$ cat config.mk
export PLATFORM = sky130hd
export DESIGN_NAME = rrt_top
export DESIGN_NICKNAME = d
export VERILOG_FILES = /design/src/rrt_pkg.sv /design/src/rrt_mem_if.sv /design/src/rrt_mem.sv /design/src/rrt_top.sv
export SDC_FILE = /design/constraint.sdc
export NUM_CORES = 2
export LEC_CHECK = 0
export BUFFER_PORTS_ARGS = -buffer_cell sky130_fd_sc_hd__buf_4
export CAP_MARGIN = 20
export CORE_MARGIN = 2
export CORE_UTILIZATION = 36
export CTS_BUF_LIST = sky130_fd_sc_hd__clkbuf_8 sky130_fd_sc_hd__clkbuf_16
export CTS_CLUSTER_SIZE = 30
export DETAILED_ROUTE_END_ITERATION = 12
export PLACE_DENSITY = 0.51
export SLEW_MARGIN = 20
export SYNTH_ARGS = -nofsm -noshare
export SYNTH_HDL_FRONTEND = slang
export SYNTH_SLANG_ARGS = --single-unit
$ cat constraint.sdc
create_clock -name i_clk -period 13.49 [get_ports i_clk]
set_clock_uncertainty 0.05 [all_clocks]
set_input_delay 1.349 -clock i_clk [delete_from_list [all_inputs] [get_ports i_clk]]
set_output_delay 1.349 -clock i_clk [all_outputs]
set_load 0.03 [all_outputs]
$ cat src/rrt_pkg.sv
// Package: opcodes, field positions and widths for the transfer decoder
package rrt_pkg;
	localparam int RRT_IW = 10;
	localparam int RRT_NW = 4;
	localparam int RRT_EW = 8;
	localparam int RRT_ZW = 2;
	localparam int RRT_SW = 3;
	localparam int RRT_RAM_AW = 10;

	localparam logic [9:0] OP_COPY_B_TO_ACC    = 10'h01e;
	localparam logic [9:0] OP_COPY_ACC_TO_B    = 10'h00e;
	localparam logic [9:0] OP_COPY_ROW_TO_ACC  = 10'h01f;
	localparam logic [9:0] OP_COPY_ACC_TO_ROW  = 10'h00c;
	localparam logic [9:0] OP_PACK_TO_E        = 10'h01a;
	localparam logic [9:0] OP_COPY_BANK_TO_ACC = 10'h053;
	localparam logic [9:0] OP_COPY_COL_TO_ACC  = 10'h052;
	localparam logic [9:0] OP_COPY_STACK_LEVEL = 10'h050;
	localparam logic [9:0] OP_INCREMENT_ROW    = 10'h013;
	localparam logic [9:0] OP_DECREMENT_ROW    = 10'h017;

	// Upper opcode bits of the forms carrying an immediate
	localparam logic [1:0] PFX_LOAD_PAIR       = 2'h3;
	localparam logic [7:0] PFX_LOAD_BANK       = 8'h12;
	localparam logic [5:0] PFX_MEM_LOAD        = 6'h2c;
	localparam logic [5:0] PFX_MEM_EXCH        = 6'h2d;
	localparam logic [5:0] PFX_MEM_EXCH_DEC    = 6'h2f;
	localparam logic [5:0] PFX_MEM_EXCH_INC    = 6'h2e;
	localparam logic [5:0] PFX_MEM_STORE       = 6'h2b;

	localparam logic [3:0] NIB_ZERO = 4'h0;
	localparam logic [3:0] NIB_ONE  = 4'h1;
	localparam logic [3:0] NIB_MAX  = 4'hf;
	localparam logic [1:0] TWO_ZERO = 2'h0;
	localparam logic       BIT_ZERO = 1'b0;
	localparam logic [7:0] BYTE_ZERO = 8'h00;
endpackage

$ cat src/rrt_mem_if.sv
// Interface: data memory access port between decoder and memory
`timescale 1ns/1ns
interface rrt_mem_if;
	logic [9:0] addr;
	logic       wr_en;
	logic [3:0] wr_data;
	logic [3:0] rd_data;
	modport master (output addr, output wr_en, output wr_data,
		input rd_data);
	modport slave (input addr, input wr_en, input wr_data,
		output rd_data);
endinterface

$ cat src/rrt_mem.sv
// Data memory of nibbles with registered read data
`timescale 1ns/1ns
module rrt_mem
	import rrt_pkg::*;
#(
	parameter int DEPTH = 1024
) (
	input  wire logic i_clk,
	rrt_mem_if.slave  mem
);
	logic [3:0] store [DEPTH];
	logic [3:0] rd_q;

	initial begin
		if (DEPTH > (1 << RRT_RAM_AW))
			$error("rrt_mem: depth exceeds address range");
	end

	// Read data registered; reads the old nibble on a write cycle
	always_ff @(posedge i_clk) begin
		if (mem.wr_en)
			store[mem.addr] <= mem.wr_data;
		rd_q <= store[mem.addr];
	end

	assign mem.rd_data = rd_q;
endmodule

$ cat src/rrt_top.sv
// Top: decoder and executor of register and memory transfer instructions
// ----------------------------------------------------------------------
// Summary of operation
// - Bank copy puts Z in acc bits 1..0, clears bits 3..2.
// - Stack level copy puts level in acc bits 2..0, bit 3 zero.
// - Load pointer pair writes its two nibbles into X and Y.
// - Load bank writes two low opcode bits into Z.
// - Increment row adds one to Y modulo sixteen.
// - Decrement row subtracts one from Y modulo sixteen.
// - Memory load copies memory to acc, X gets X xor immediate.
// - Memory exchange swaps acc and memory, X gets X xor immediate.
// - Exchange with decrement also lowers Y by one.
// - Exchange with increment also raises Y by one.
// - Memory store writes acc to memory, X gets X xor immediate.
// - Copy B to acc loads acc from B.
// - Copy acc to B loads B from acc.
// - Copy row to acc loads acc from Y.
// - Copy acc to row loads Y from acc.
// - Pack to E: B into upper nibble, acc into lower nibble.
// - Y incremented to zero skips the next instruction.
// - Y decremented to fifteen skips the next instruction.
// - Back to back pointer pair loads: only the first executes.
// ----------------------------------------------------------------------
`timescale 1ns/1ns
module rrt_top
	import rrt_pkg::*;
#(
	parameter int RAM_DEPTH = 1024
) (
	input  wire logic       i_clk,
	input  wire logic       i_rst_b,
	input  wire logic       i_instr_valid,
	input  wire logic [9:0] i_instr,
	input  wire logic [2:0] i_stack_level,
	input  wire logic       i_carry_flag,
	output logic      [3:0] o_acc,
	output logic      [3:0] o_reg_b,
	output logic      [3:0] o_col,
	output logic      [3:0] o_row,
	output logic      [1:0] o_bank,
	output logic      [7:0] o_reg_e,
	output logic            o_carry_flag,
	output logic            o_skip_next,
	output logic            o_busy
);
	// ------------------------------------------------------------------
	// State and memory
	// ------------------------------------------------------------------
	typedef enum logic [1:0] {RRT_FETCH, RRT_MEMWAIT} rrt_state_e;

	rrt_state_e state_q;
	rrt_state_e state_d;
	logic [3:0] acc_q, acc_d;
	logic [3:0] b_q, b_d;
	logic [3:0] x_q, x_d;
	logic [3:0] y_q, y_d;
	logic [1:0] z_q, z_d;
	logic [7:0] e_q, e_d;
	logic       carry_q;
	logic       skip_q, skip_d;
	logic       last_pair_q, last_pair_d;
	logic       busy_q;
	logic [9:0] held_q;

	rrt_mem_if mem_bus ();

	rrt_mem #(
		.DEPTH (RAM_DEPTH)
	) u_mem (
		.i_clk (i_clk),
		.mem   (mem_bus)
	);

	initial begin
		if (RAM_DEPTH < 1 || RAM_DEPTH > (1 << RRT_RAM_AW))
			$error("rrt_top: unsupported memory depth");
	end

	function automatic logic [9:0] ptr_addr(input logic [1:0] z,
		input logic [3:0] x, input logic [3:0] y);
		ptr_addr = {z, x, y};
	endfunction

	function automatic logic [3:0] nib_inc(input logic [3:0] v);
		nib_inc = v + NIB_ONE;
	endfunction

	function automatic logic [3:0] nib_dec(input logic [3:0] v);
		nib_dec = v - NIB_ONE;
	endfunction

	// ------------------------------------------------------------------
	// Decode
	// ------------------------------------------------------------------
	// Memory load and exchange forms take a second clock for the registered RAM read, so
	// the instruction is held while busy is high; the core counts this
	// as one instruction cycle.
	wire [9:0] op        = (state_q == RRT_MEMWAIT) ? held_q : i_instr;
	wire       live      = i_instr_valid && (state_q == RRT_FETCH);
	wire [3:0] imm       = op[3:0];
	wire       is_pair   = op[9:8] == PFX_LOAD_PAIR;
	wire       is_bank   = op[9:2] == PFX_LOAD_BANK;
	wire       is_mld    = op[9:4] == PFX_MEM_LOAD;
	wire       is_mex    = op[9:4] == PFX_MEM_EXCH;
	wire       is_mexd   = op[9:4] == PFX_MEM_EXCH_DEC;
	wire       is_mexi   = op[9:4] == PFX_MEM_EXCH_INC;
	wire       is_mst    = op[9:4] == PFX_MEM_STORE;
	wire       is_xch    = is_mex || is_mexd || is_mexi;
	wire       is_memrd  = is_mld || is_xch;
	wire       skipping  = skip_q || (last_pair_q && is_pair);
	wire       act       = live && !skipping;
	wire [3:0] y_up      = nib_inc(y_q);
	wire [3:0] y_dn      = nib_dec(y_q);
	wire [3:0] x_xor     = x_q ^ imm;

	assign mem_bus.addr    = ptr_addr(z_q, x_q, y_q);
	assign mem_bus.wr_en   = (act && is_mst) ||
		(state_q == RRT_MEMWAIT && is_xch);
	assign mem_bus.wr_data = acc_q;

	// ------------------------------------------------------------------
	// Execute
	// ------------------------------------------------------------------
	always_comb begin
		state_d     = state_q;
		acc_d       = acc_q;
		b_d         = b_q;
		x_d         = x_q;
		y_d         = y_q;
		z_d         = z_q;
		e_d         = e_q;
		skip_d      = skip_q;
		last_pair_d = last_pair_q;
		if (state_q == RRT_MEMWAIT) begin
			state_d = RRT_FETCH;
			acc_d   = mem_bus.rd_data;
			x_d     = x_xor;
			skip_d  = 1'b0;
			if (is_mexd) begin
				y_d    = y_dn;
				skip_d = (y_dn == NIB_MAX);
			end else if (is_mexi) begin
				y_d    = y_up;
				skip_d = (y_up == NIB_ZERO);
			end
		end else if (live) begin
			skip_d      = 1'b0;
			last_pair_d = is_pair;
			if (!skipping) begin
				if (is_pair) begin
					x_d = op[7:4];
					y_d = op[3:0];
				end else if (is_bank) begin
					z_d = op[1:0];
				end else if (is_memrd) begin
					state_d = RRT_MEMWAIT;
				end else if (is_mst) begin
					x_d = x_xor;
				end else begin
					case (op)
						OP_COPY_B_TO_ACC:    acc_d = b_q;
						OP_COPY_ACC_TO_B:    b_d = acc_q;
						OP_COPY_ROW_TO_ACC:  acc_d = y_q;
						OP_COPY_ACC_TO_ROW:  y_d = acc_q;
						OP_PACK_TO_E:        e_d = {b_q, acc_q};
						OP_COPY_COL_TO_ACC:  acc_d = x_q;
						OP_COPY_BANK_TO_ACC: acc_d = {TWO_ZERO, z_q};
						OP_COPY_STACK_LEVEL: begin
							acc_d = {BIT_ZERO, i_stack_level};
						end
						OP_INCREMENT_ROW: begin
							y_d    = y_up;
							skip_d = (y_up == NIB_ZERO);
						end
						OP_DECREMENT_ROW: begin
							y_d    = y_dn;
							skip_d = (y_dn == NIB_MAX);
						end
						default: ;
					endcase
				end
			end
		end
	end

	always_ff @(posedge i_clk or negedge i_rst_b) begin
		if (!i_rst_b) begin
			state_q     <= RRT_FETCH;
			acc_q       <= NIB_ZERO;
			b_q         <= NIB_ZERO;
			x_q         <= NIB_ZERO;
			y_q         <= NIB_ZERO;
			z_q         <= TWO_ZERO;
			e_q         <= BYTE_ZERO;
			skip_q      <= 1'b0;
			last_pair_q <= 1'b0;
			busy_q      <= 1'b0;
			held_q      <= 10'h000;
			carry_q     <= 1'b0;
		end else begin
			state_q     <= state_d;
			acc_q       <= acc_d;
			b_q         <= b_d;
			x_q         <= x_d;
			y_q         <= y_d;
			z_q         <= z_d;
			e_q         <= e_d;
			skip_q      <= skip_d;
			last_pair_q <= last_pair_d;
			busy_q      <= (state_d == RRT_MEMWAIT);
			held_q      <= live ? i_instr : held_q;
			carry_q     <= i_carry_flag;
		end
	end

	assign o_acc        = acc_q;
	assign o_reg_b      = b_q;
	assign o_col        = x_q;
	assign o_row        = y_q;
	assign o_bank       = z_q;
	assign o_reg_e      = e_q;
	assign o_carry_flag = carry_q;
	assign o_skip_next  = skip_q;
	assign o_busy       = busy_q;

	// ------------------------------------------------------------------
	// Checks
	// ------------------------------------------------------------------
	a_bank_copy_acc: assert property (@(posedge i_clk) disable iff (!i_rst_b)
		act && op == OP_COPY_BANK_TO_ACC |=> o_acc == {2'b00, $past(z_q)})
		else $error("bank copy wrong");
	a_stack_copy_acc: assert property (@(posedge i_clk) disable iff (!i_rst_b)
		act && op == OP_COPY_STACK_LEVEL |=>
		o_acc == {1'b0, $past(i_stack_level)})
		else $error("stack level copy wrong");
	a_pair_load_xy: assert property (@(posedge i_clk) disable iff (!i_rst_b)
		act && is_pair |=> o_col == $past(i_instr[7:4]) &&
		o_row == $past(i_instr[3:0]))
		else $error("pointer pair load wrong");
	a_pair_chain_skip: assert property (@(posedge i_clk) disable iff (!i_rst_b)
		live && is_pair && last_pair_q |=> $stable(o_col) && $stable(o_row))
		else $error("chained pair load executed");
	a_inc_row_skip: assert property (@(posedge i_clk) disable iff (!i_rst_b)
		act && op == OP_INCREMENT_ROW |=>
		o_row == $past(y_q) + 4'h1 && o_skip_next == (o_row == 4'h0))
		else $error("increment row wrong");
	a_dec_row_skip: assert property (@(posedge i_clk) disable iff (!i_rst_b)
		act && op == OP_DECREMENT_ROW |=>
		o_row == $past(y_q) - 4'h1 && o_skip_next == (o_row == 4'hf))
		else $error("decrement row wrong");
	a_skip_blocks_op: assert property (@(posedge i_clk) disable iff (!i_rst_b)
		live && skip_q |=> $stable(o_acc) && !o_skip_next && !o_busy)
		else $error("skipped instruction acted");
	a_store_xor_col: assert property (@(posedge i_clk) disable iff (!i_rst_b)
		act && is_mst |-> mem_bus.wr_en ##1 o_col == ($past(x_q) ^ $past(imm)))
		else $error("memory store wrong");
	a_exch_two_cycle: assert property (@(posedge i_clk) disable iff (!i_rst_b)
		act && is_xch |=> o_busy ##1 !o_busy)
		else $error("exchange timing wrong");
	a_pack_e: assert property (@(posedge i_clk) disable iff (!i_rst_b)
		act && op == OP_PACK_TO_E |=> o_reg_e == {$past(b_q), $past(acc_q)})
		else $error("pack to E wrong");

	a_bank_load_z: assert property (
		@(posedge i_clk) disable iff (!i_rst_b)
		act && is_bank |=> o_bank == $past(i_instr[1:0]))
		else $error("load bank wrong");

	a_load_xor_col: assert property (
		@(posedge i_clk) disable iff (!i_rst_b)
		act && is_mld |-> ##2 o_col == ($past(x_q, 2) ^ $past(imm, 2)))
		else $error("memory load X update wrong");

	a_exch_write_acc: assert property (
		@(posedge i_clk) disable iff (!i_rst_b)
		act && is_xch |=> mem_bus.wr_en && mem_bus.wr_data == $past(acc_q))
		else $error("exchange write wrong");

	a_exch_keep_bank: assert property (
		@(posedge i_clk) disable iff (!i_rst_b)
		act && is_xch |-> ##2 o_bank == $past(z_q, 2))
		else $error("exchange changed bank");

	a_exch_dec_row: assert property (
		@(posedge i_clk) disable iff (!i_rst_b)
		act && is_mexd |-> ##2 o_row == $past(y_q, 2) - 4'h1)
		else $error("exchange decrement row wrong");

	a_exch_inc_row: assert property (
		@(posedge i_clk) disable iff (!i_rst_b)
		act && is_mexi |-> ##2 o_row == $past(y_q, 2) + 4'h1)
		else $error("exchange increment row wrong");

	a_exch_dec_skip: assert property (
		@(posedge i_clk) disable iff (!i_rst_b)
		act && is_mexd |-> ##2 o_skip_next == (o_row == NIB_MAX))
		else $error("exchange decrement skip wrong");

	a_exch_inc_skip: assert property (
		@(posedge i_clk) disable iff (!i_rst_b)
		act && is_mexi |-> ##2 o_skip_next == (o_row == NIB_ZERO))
		else $error("exchange increment skip wrong");

	a_copy_b_acc: assert property (
		@(posedge i_clk) disable iff (!i_rst_b)
		act && op == OP_COPY_B_TO_ACC |=> o_acc == $past(b_q))
		else $error("copy B to acc wrong");

	a_copy_acc_b: assert property (
		@(posedge i_clk) disable iff (!i_rst_b)
		act && op == OP_COPY_ACC_TO_B |=> o_reg_b == $past(acc_q))
		else $error("copy acc to B wrong");

	a_copy_row_acc: assert property (
		@(posedge i_clk) disable iff (!i_rst_b)
		act && op == OP_COPY_ROW_TO_ACC |=> o_acc == $past(y_q))
		else $error("copy row to acc wrong");

	a_copy_acc_row: assert property (
		@(posedge i_clk) disable iff (!i_rst_b)
		act && op == OP_COPY_ACC_TO_ROW |=> o_row == $past(acc_q))
		else $error("copy acc to row wrong");

	a_carry_pass: assert property (
		@(posedge i_clk) disable iff (!i_rst_b)
		1'b1 |=> o_carry_flag == $past(i_carry_flag))
		else $error("carry flag changed");

	a_busy_one_cycle: assert property (
		@(posedge i_clk) disable iff (!i_rst_b)
		o_busy |=> !o_busy)
		else $error("busy held too long");

	a_store_no_busy: assert property (
		@(posedge i_clk) disable iff (!i_rst_b)
		act && is_mst |=> !o_busy)
		else $error("memory store stalled");

	a_skip_keeps_ptr: assert property (
		@(posedge i_clk) disable iff (!i_rst_b)
		live && skip_q |=> $stable(o_row) && $stable(o_col))
		else $error("skipped instruction moved pointer");
endmodule

## Word-level counts from Yosys, hierarchy flattened

Memory sizes are Yosys's and may differ from the RTL's. A register that Yosys moved wholly into a read port is not among the register bits.
Index checks and enable logic that the tools add are counted.

| word-level totals | value |
|---|---|
| flip-flop bits (word level) | 42 |
| RAM bits | 4096 |
| input port bits | 17 |
| output and inout bits | 29 |
| word-level logic and storage cells | 119 |
| memories kept | 1 |

| cells by class | value |
|---|---|
| add/sub/neg operators | 2 |
| eq/ne operators | 29 |
| muxes and demuxes | 44 |
| bitwise logic cells | 7 |
| reduce and logical (&&, ||, !) cells | 24 |

Memory list:

| memory | depth | bits a word | rd ports | clocked after Yosys merged registers in | wr ports | RTL line | text |
|---|---|---|---|---|---|---|---|
| u_mem.store | 1024 | 4 | 1 | 1 | 1 | rrt_mem.sv:11 | `logic [3:0] store [DEPTH];` |

Operators with widths:

| operator | count |
|---|---|
| 4-bit 2-to-1 mux | 23 |
| 10-bit by 5-bit equality test with 1-bit output, second input constant | 5 |
| 10-bit by 7-bit equality test with 1-bit output, second input constant | 3 |
| 6-bit equality test, second input constant | 5 |
| 10-bit by 4-bit equality test with 1-bit output, second input constant | 2 |
| 4-bit case mux with 5 select lines | 1 |
| 8-bit AND reduction | 2 |
| 7-bit AND reduction | 2 |
| 2-bit 2-to-1 mux | 6 |
| 4-bit case mux with 3 select lines | 1 |
| 1-bit 2-to-1 mux | 11 |
| 10-bit 2-to-1 mux | 1 |
| 2-bit by 1-bit inequality test with 1-bit output, second input constant | 5 |
| 5-bit AND reduction | 2 |
| 3-bit by 2-bit inequality test with 1-bit output, second input constant | 3 |
| 8-bit by 5-bit equality test with 1-bit output, second input constant | 1 |
| 1-bit NOT | 6 |
| 6-bit nonzero test | 1 |
| 1-bit logical AND | 5 |
| 1-bit logical OR | 5 |
| 5-bit nonzero test | 1 |
| 4-bit by 1-bit adder with 4-bit output, second input constant | 1 |
| 2-bit by 1-bit equality test with 1-bit output, second input constant | 2 |
| 4-bit equality test, second input constant | 1 |
| other kinds (11) | 11 |

## Longest topological paths before layout

| depth | value |
|---|---|
| depth in word-level cells | 13 |
| depth in mapped cells | 15 |

## Hierarchy

A second synthesis with hierarchy kept.

| second synthesis, totals | value |
|---|---|
| cells, all modules | 9226 |
| area total of the unflattened synthesis | 163619.4 um2 |

By module, submodules not included:

| module | times used | cells an instance | area each (um2) | seq. area each (um2) |
|---|---|---|---|---|
| rrt_mem | 1 | 8919 | 160849.3 | 123078.0 |
| rrt_top | 1 | 307 | 2770.2 | 1051.0 |

## Least setup slack after synthesis

OpenSTA, ideal clock, no wires.

| timing path | value |
|---|---|
| path type | register to register |
| start | reg acc_q[0] (netlist: o_acc[0]) |
| end | mem u_mem.store[0][0] (data pin) |
| library setup time | 2.653 ns |
| arrival | 12.050 ns |
| data required time | 10.787 ns |
| slack | -1.263 ns |
| cell stages (with the launch flop) | 1 |
| cells stage by stage | dfrtp_1 |

RTL lines:

| what | RTL line | text |
|---|---|---|
| start, declared | rrt_top.sv:53 | `logic [3:0] acc_q, acc_d;` |
| start signal, assigned | rrt_top.sv:189 | `acc_q <= NIB_ZERO;` |
| start signal, assigned | rrt_top.sv:202 | `acc_q <= acc_d;` |
| end, declared | rrt_mem.sv:11 |  |

Straight into the memory's write port.

==> impl_metrics.json <==
{
  "cts_max_level": 5,
  "cts_tree": "built",
  "synth_edf_count": 4096,
  "hold_class": "in -> async",
  "rr_endpoint": "u_mem.mem.rd_data[3]$_DFF_P_",
  "setup_viol": 0,
  "sw_frac_of_total": 0.2677,
  "final-instance-count-excl-fill": 16050,
  "synth_commonest_cells": "edfxtp_1 (4096), mux2i_1 (1748), nor2_1 (1195)",
  "combPwrFrac": 0.127,
  "routabilityCongestion": 0.8412,
  "worstSkewPairLatency_ns": 1.00,
  "synth_ff_type": "edfxtp_1",
  "ioPinCount": 46,
  "cp.required_ns": 14.30,
  "grt_max_degree": 193,
  "grt_pass1_wl_mm": 744.1,
  "ys_seq_area_frac": 0.7560,
  "syn-cell-area_um2": 164200,
  "die_w_um": 679.3,
  "detail_route.wl_per_cell_um": 33.77,
  "peakVddDrop_v": 0.0001126,
  "yosys.area.top_type_share": 0.7491,
  "io_buffers": 45,
  "finalPower_w": 0.02955,
  "p_clk_frac": 0.393,
  "core-area_um2": 455200,
  "grt_pass1_vias": 91330,
  "drt-vias-per-instance": 5.736,
  "postSynthCellCount": 9599,
  "synth_most_common_cell": "edfxtp_1",
  "rsz0062_at_grt": "false",
  "period_needed_ns": 6.529,
  "cts_made_buffers": 433,
  "post-route-period-util": 0.4840,
  "multi_input_area_um2": 36920,
  "drive_above_1_share": 0.1193,
  "overflow": 0,
  "fp.dieArea_um2": 461500,
  "fmax_ghz": 0.1532,
  "pwr-share-seq": 0.479,
  "ff2ff_path_depth": 11,
  "firstDrtPassIters": 8,
  "cp-end-kind": "register",
  "critPathArrivalTime_ns": 7.34,
  "internal_power_w": 0.02164,
  "cts_root_buf": "clkbuf_16",
  "maxSlewHeadroom": 0.1920,
  "post_cts_resized": 0,
  "critical_path_class": "reg -> reg",
  "dp.cells": 15240,
  "postCtsSetupRepairBufs": 0,
  "async_reset_ff_frac": 0.01014,
  "r2r-start": "o_row[0]$_DFFE_PN0P_",
  "antenna_found_initial": 48,
  "critPathLaunchType": "register",
  "fin_nets": 9696,
  "synthTopCellsByArea": "edfxtp_1 (75%), mux2i_1 (11%), o22ai_1 (3.0%), nor2_1 (2.7%), mux4_2 (2.2%)",
  "dieHeight_um": 679.3,
  "track_usage": 0.2285,
  "yosys_warnings": 0,
  "final_max_slew_viol_count": 0,
  "clk_pin_slew_ns": 0.06,
  "ys_seq_elements": 4142,
  "synth_cell_types": 83,
  "switchingPower_w": 0.007908,
  "syn-num-nets": 9622,
  "rows": 248,
  "fill_cells": 40460,
  "synthToLayoutAreaGrowth_pct": 12.75,
  "hpwl_mm": 319.3,
  "drt-total-wl_mm": 542.1,
  "maxCapViolCount": 0,
  "regArea_um2": 124200,
  "num_vias": 92080,
  "clkSinkCount": 4142,
  "antenna_left": 0,
  "drt_iter0_drc": 11820,
  "synth_top_area_cell": "edfxtp_1",
  "power_per_cell_area_nw_per_um2": 159.6,
  "cts_hold_buffers": 0,
  "initial_utilization": 0.3607,
  "status": "complete, no violations",
  "r2r_slack_ns": 6.96,
  "p_leak_nw": 59.78,
  "hold_viol": 0,
  "clk_path_buf_depth": 4,
  "drc_errors": 0,
  "crit_fanout": 89,
  "syn_avg_cell_area_um2": 17.10,
  "max_slew.worst_pin.slew_ns": 1.211
}
==> worst max-delay path by stage <==
stage          slack (ns)            startpoint                      endpoint
3_3_place_gp         6.97  o_row[0]$_DFFE_PN0P_  u_mem.mem.rd_data[0]$_DFF_P_
5_1_grt              6.94  o_row[0]$_DFFE_PN0P_  u_mem.mem.rd_data[3]$_DFF_P_
4_1_cts              7.00  o_row[0]$_DFFE_PN0P_  u_mem.mem.rd_data[3]$_DFF_P_
6_report             6.96  o_row[0]$_DFFE_PN0P_  u_mem.mem.rd_data[3]$_DFF_P_
2_1_floorplan       -1.25  o_acc[1]$_DFFE_PN0P_   u_mem.store[0][1]$_DFFE_PP_
3_5_place_dp         7.02  o_row[1]$_DFFE_PN0P_  u_mem.mem.rd_data[3]$_DFF_P_
==> flip-flops by register name, indices dropped and copies added, names as in the netlist <==
name and flops:
u_mem.store 4096, held_q 10, o_reg_e 8, o_acc 4, o_col 4, o_reg_b 4
o_row 4, u_mem.mem.rd_data 4, o_bank 2, state_q 2, last_pair_q 1, o_busy 1
o_carry_flag 1, o_skip_next 1
==> routing by layer <==
layer,share of wire,global-route usage,routed length (um)
met2,0.47,0.3658,253200
met5,0.00011,0,58
met1,0.42,0.3189,226100
met3,0.082,0.03750,44250
met4,0.034,0.07260,18580
==> power groups by stage <==
stage               Combinational, W  Sequential [W]  Clock (W)
finish                       0.00376          0.0142     0.0116
global route                 0.00382          0.0142     0.0122
CTS                          0.00372          0.0142     0.0118
detailed placement           0.00372          0.0144          0
global placement             0.00371          0.0144          0
floorplan                    0.00197          0.0144          0
==> cell usage in the layout (no fill, tap or decap), drive strengths merged, types with 65 or more instances in the layout <==
cell type,instances
buf,309
clkbuf,448
clkinv,202
edfxtp,4096
inv,102
mux2i,1751
mux4,160
nand2,173
nand3,80
nor2,1195
nor3,65
nor4,135
o22ai,777
==> kinds of logic (layout without fill, tap and decap cells) <==
family,Yosys count,count (layout),share of synthesized area
compound gates,1071,1071,0.04281
xor+xnor,4,4,0.0002134
fa+ha+maj,6,6,0.0004572
buf+inv,675,1109,0.02301
flops,4142,4142,0.7560
mux,1937,1937,0.1306
other cells,0,20,0
simple gates,1764,1764,0.04690
==> final cells by class <==
class,count,area share
Inverter,5,0.0001014
Timing Repair Buffer,309,0.01469
Sequential cell,4142,0.6707
Clock inverter,347,0.01411
Antenna cell,20,0.0002703
Multi-Input combinational cell,4782,0.1994
Tap cell,6000,0.04055
Clock buffer,448,0.06013
==> metrics by stage <==
stage	cell area [um^2]	utilization	worst slack (ns)	setup TNS [ns]	hold WS (ns)
after detailed placement	171300	0.3764	7.022	0	0.4263
final	185100	0.4067	6.961	0	0.3132
after global placement	171200	0.3762	6.975	0	0.4297
after floorplan	164200	-	-1.246	-1275.66	0.3998
after global routing	185100	0.4066	6.938	0	0.3075
after CTS	185100	0.4066	7.004	0	0.2745
==> critical path, cell delays in order, from the launching register on <==
cell and delay (ns):
dfrtp_4 0.83, buf_12 0.54, buf_4 0.64, buf_4 0.84
mux2i_1 0.30, o22ai_1 0.11, or4_1 0.58, nor2_1 0.39
o22ai_1 0.47, nor3_1 0.88, o2111a_1 0.32, nand3_1 0.08
(Power assumes the default switching activity.)
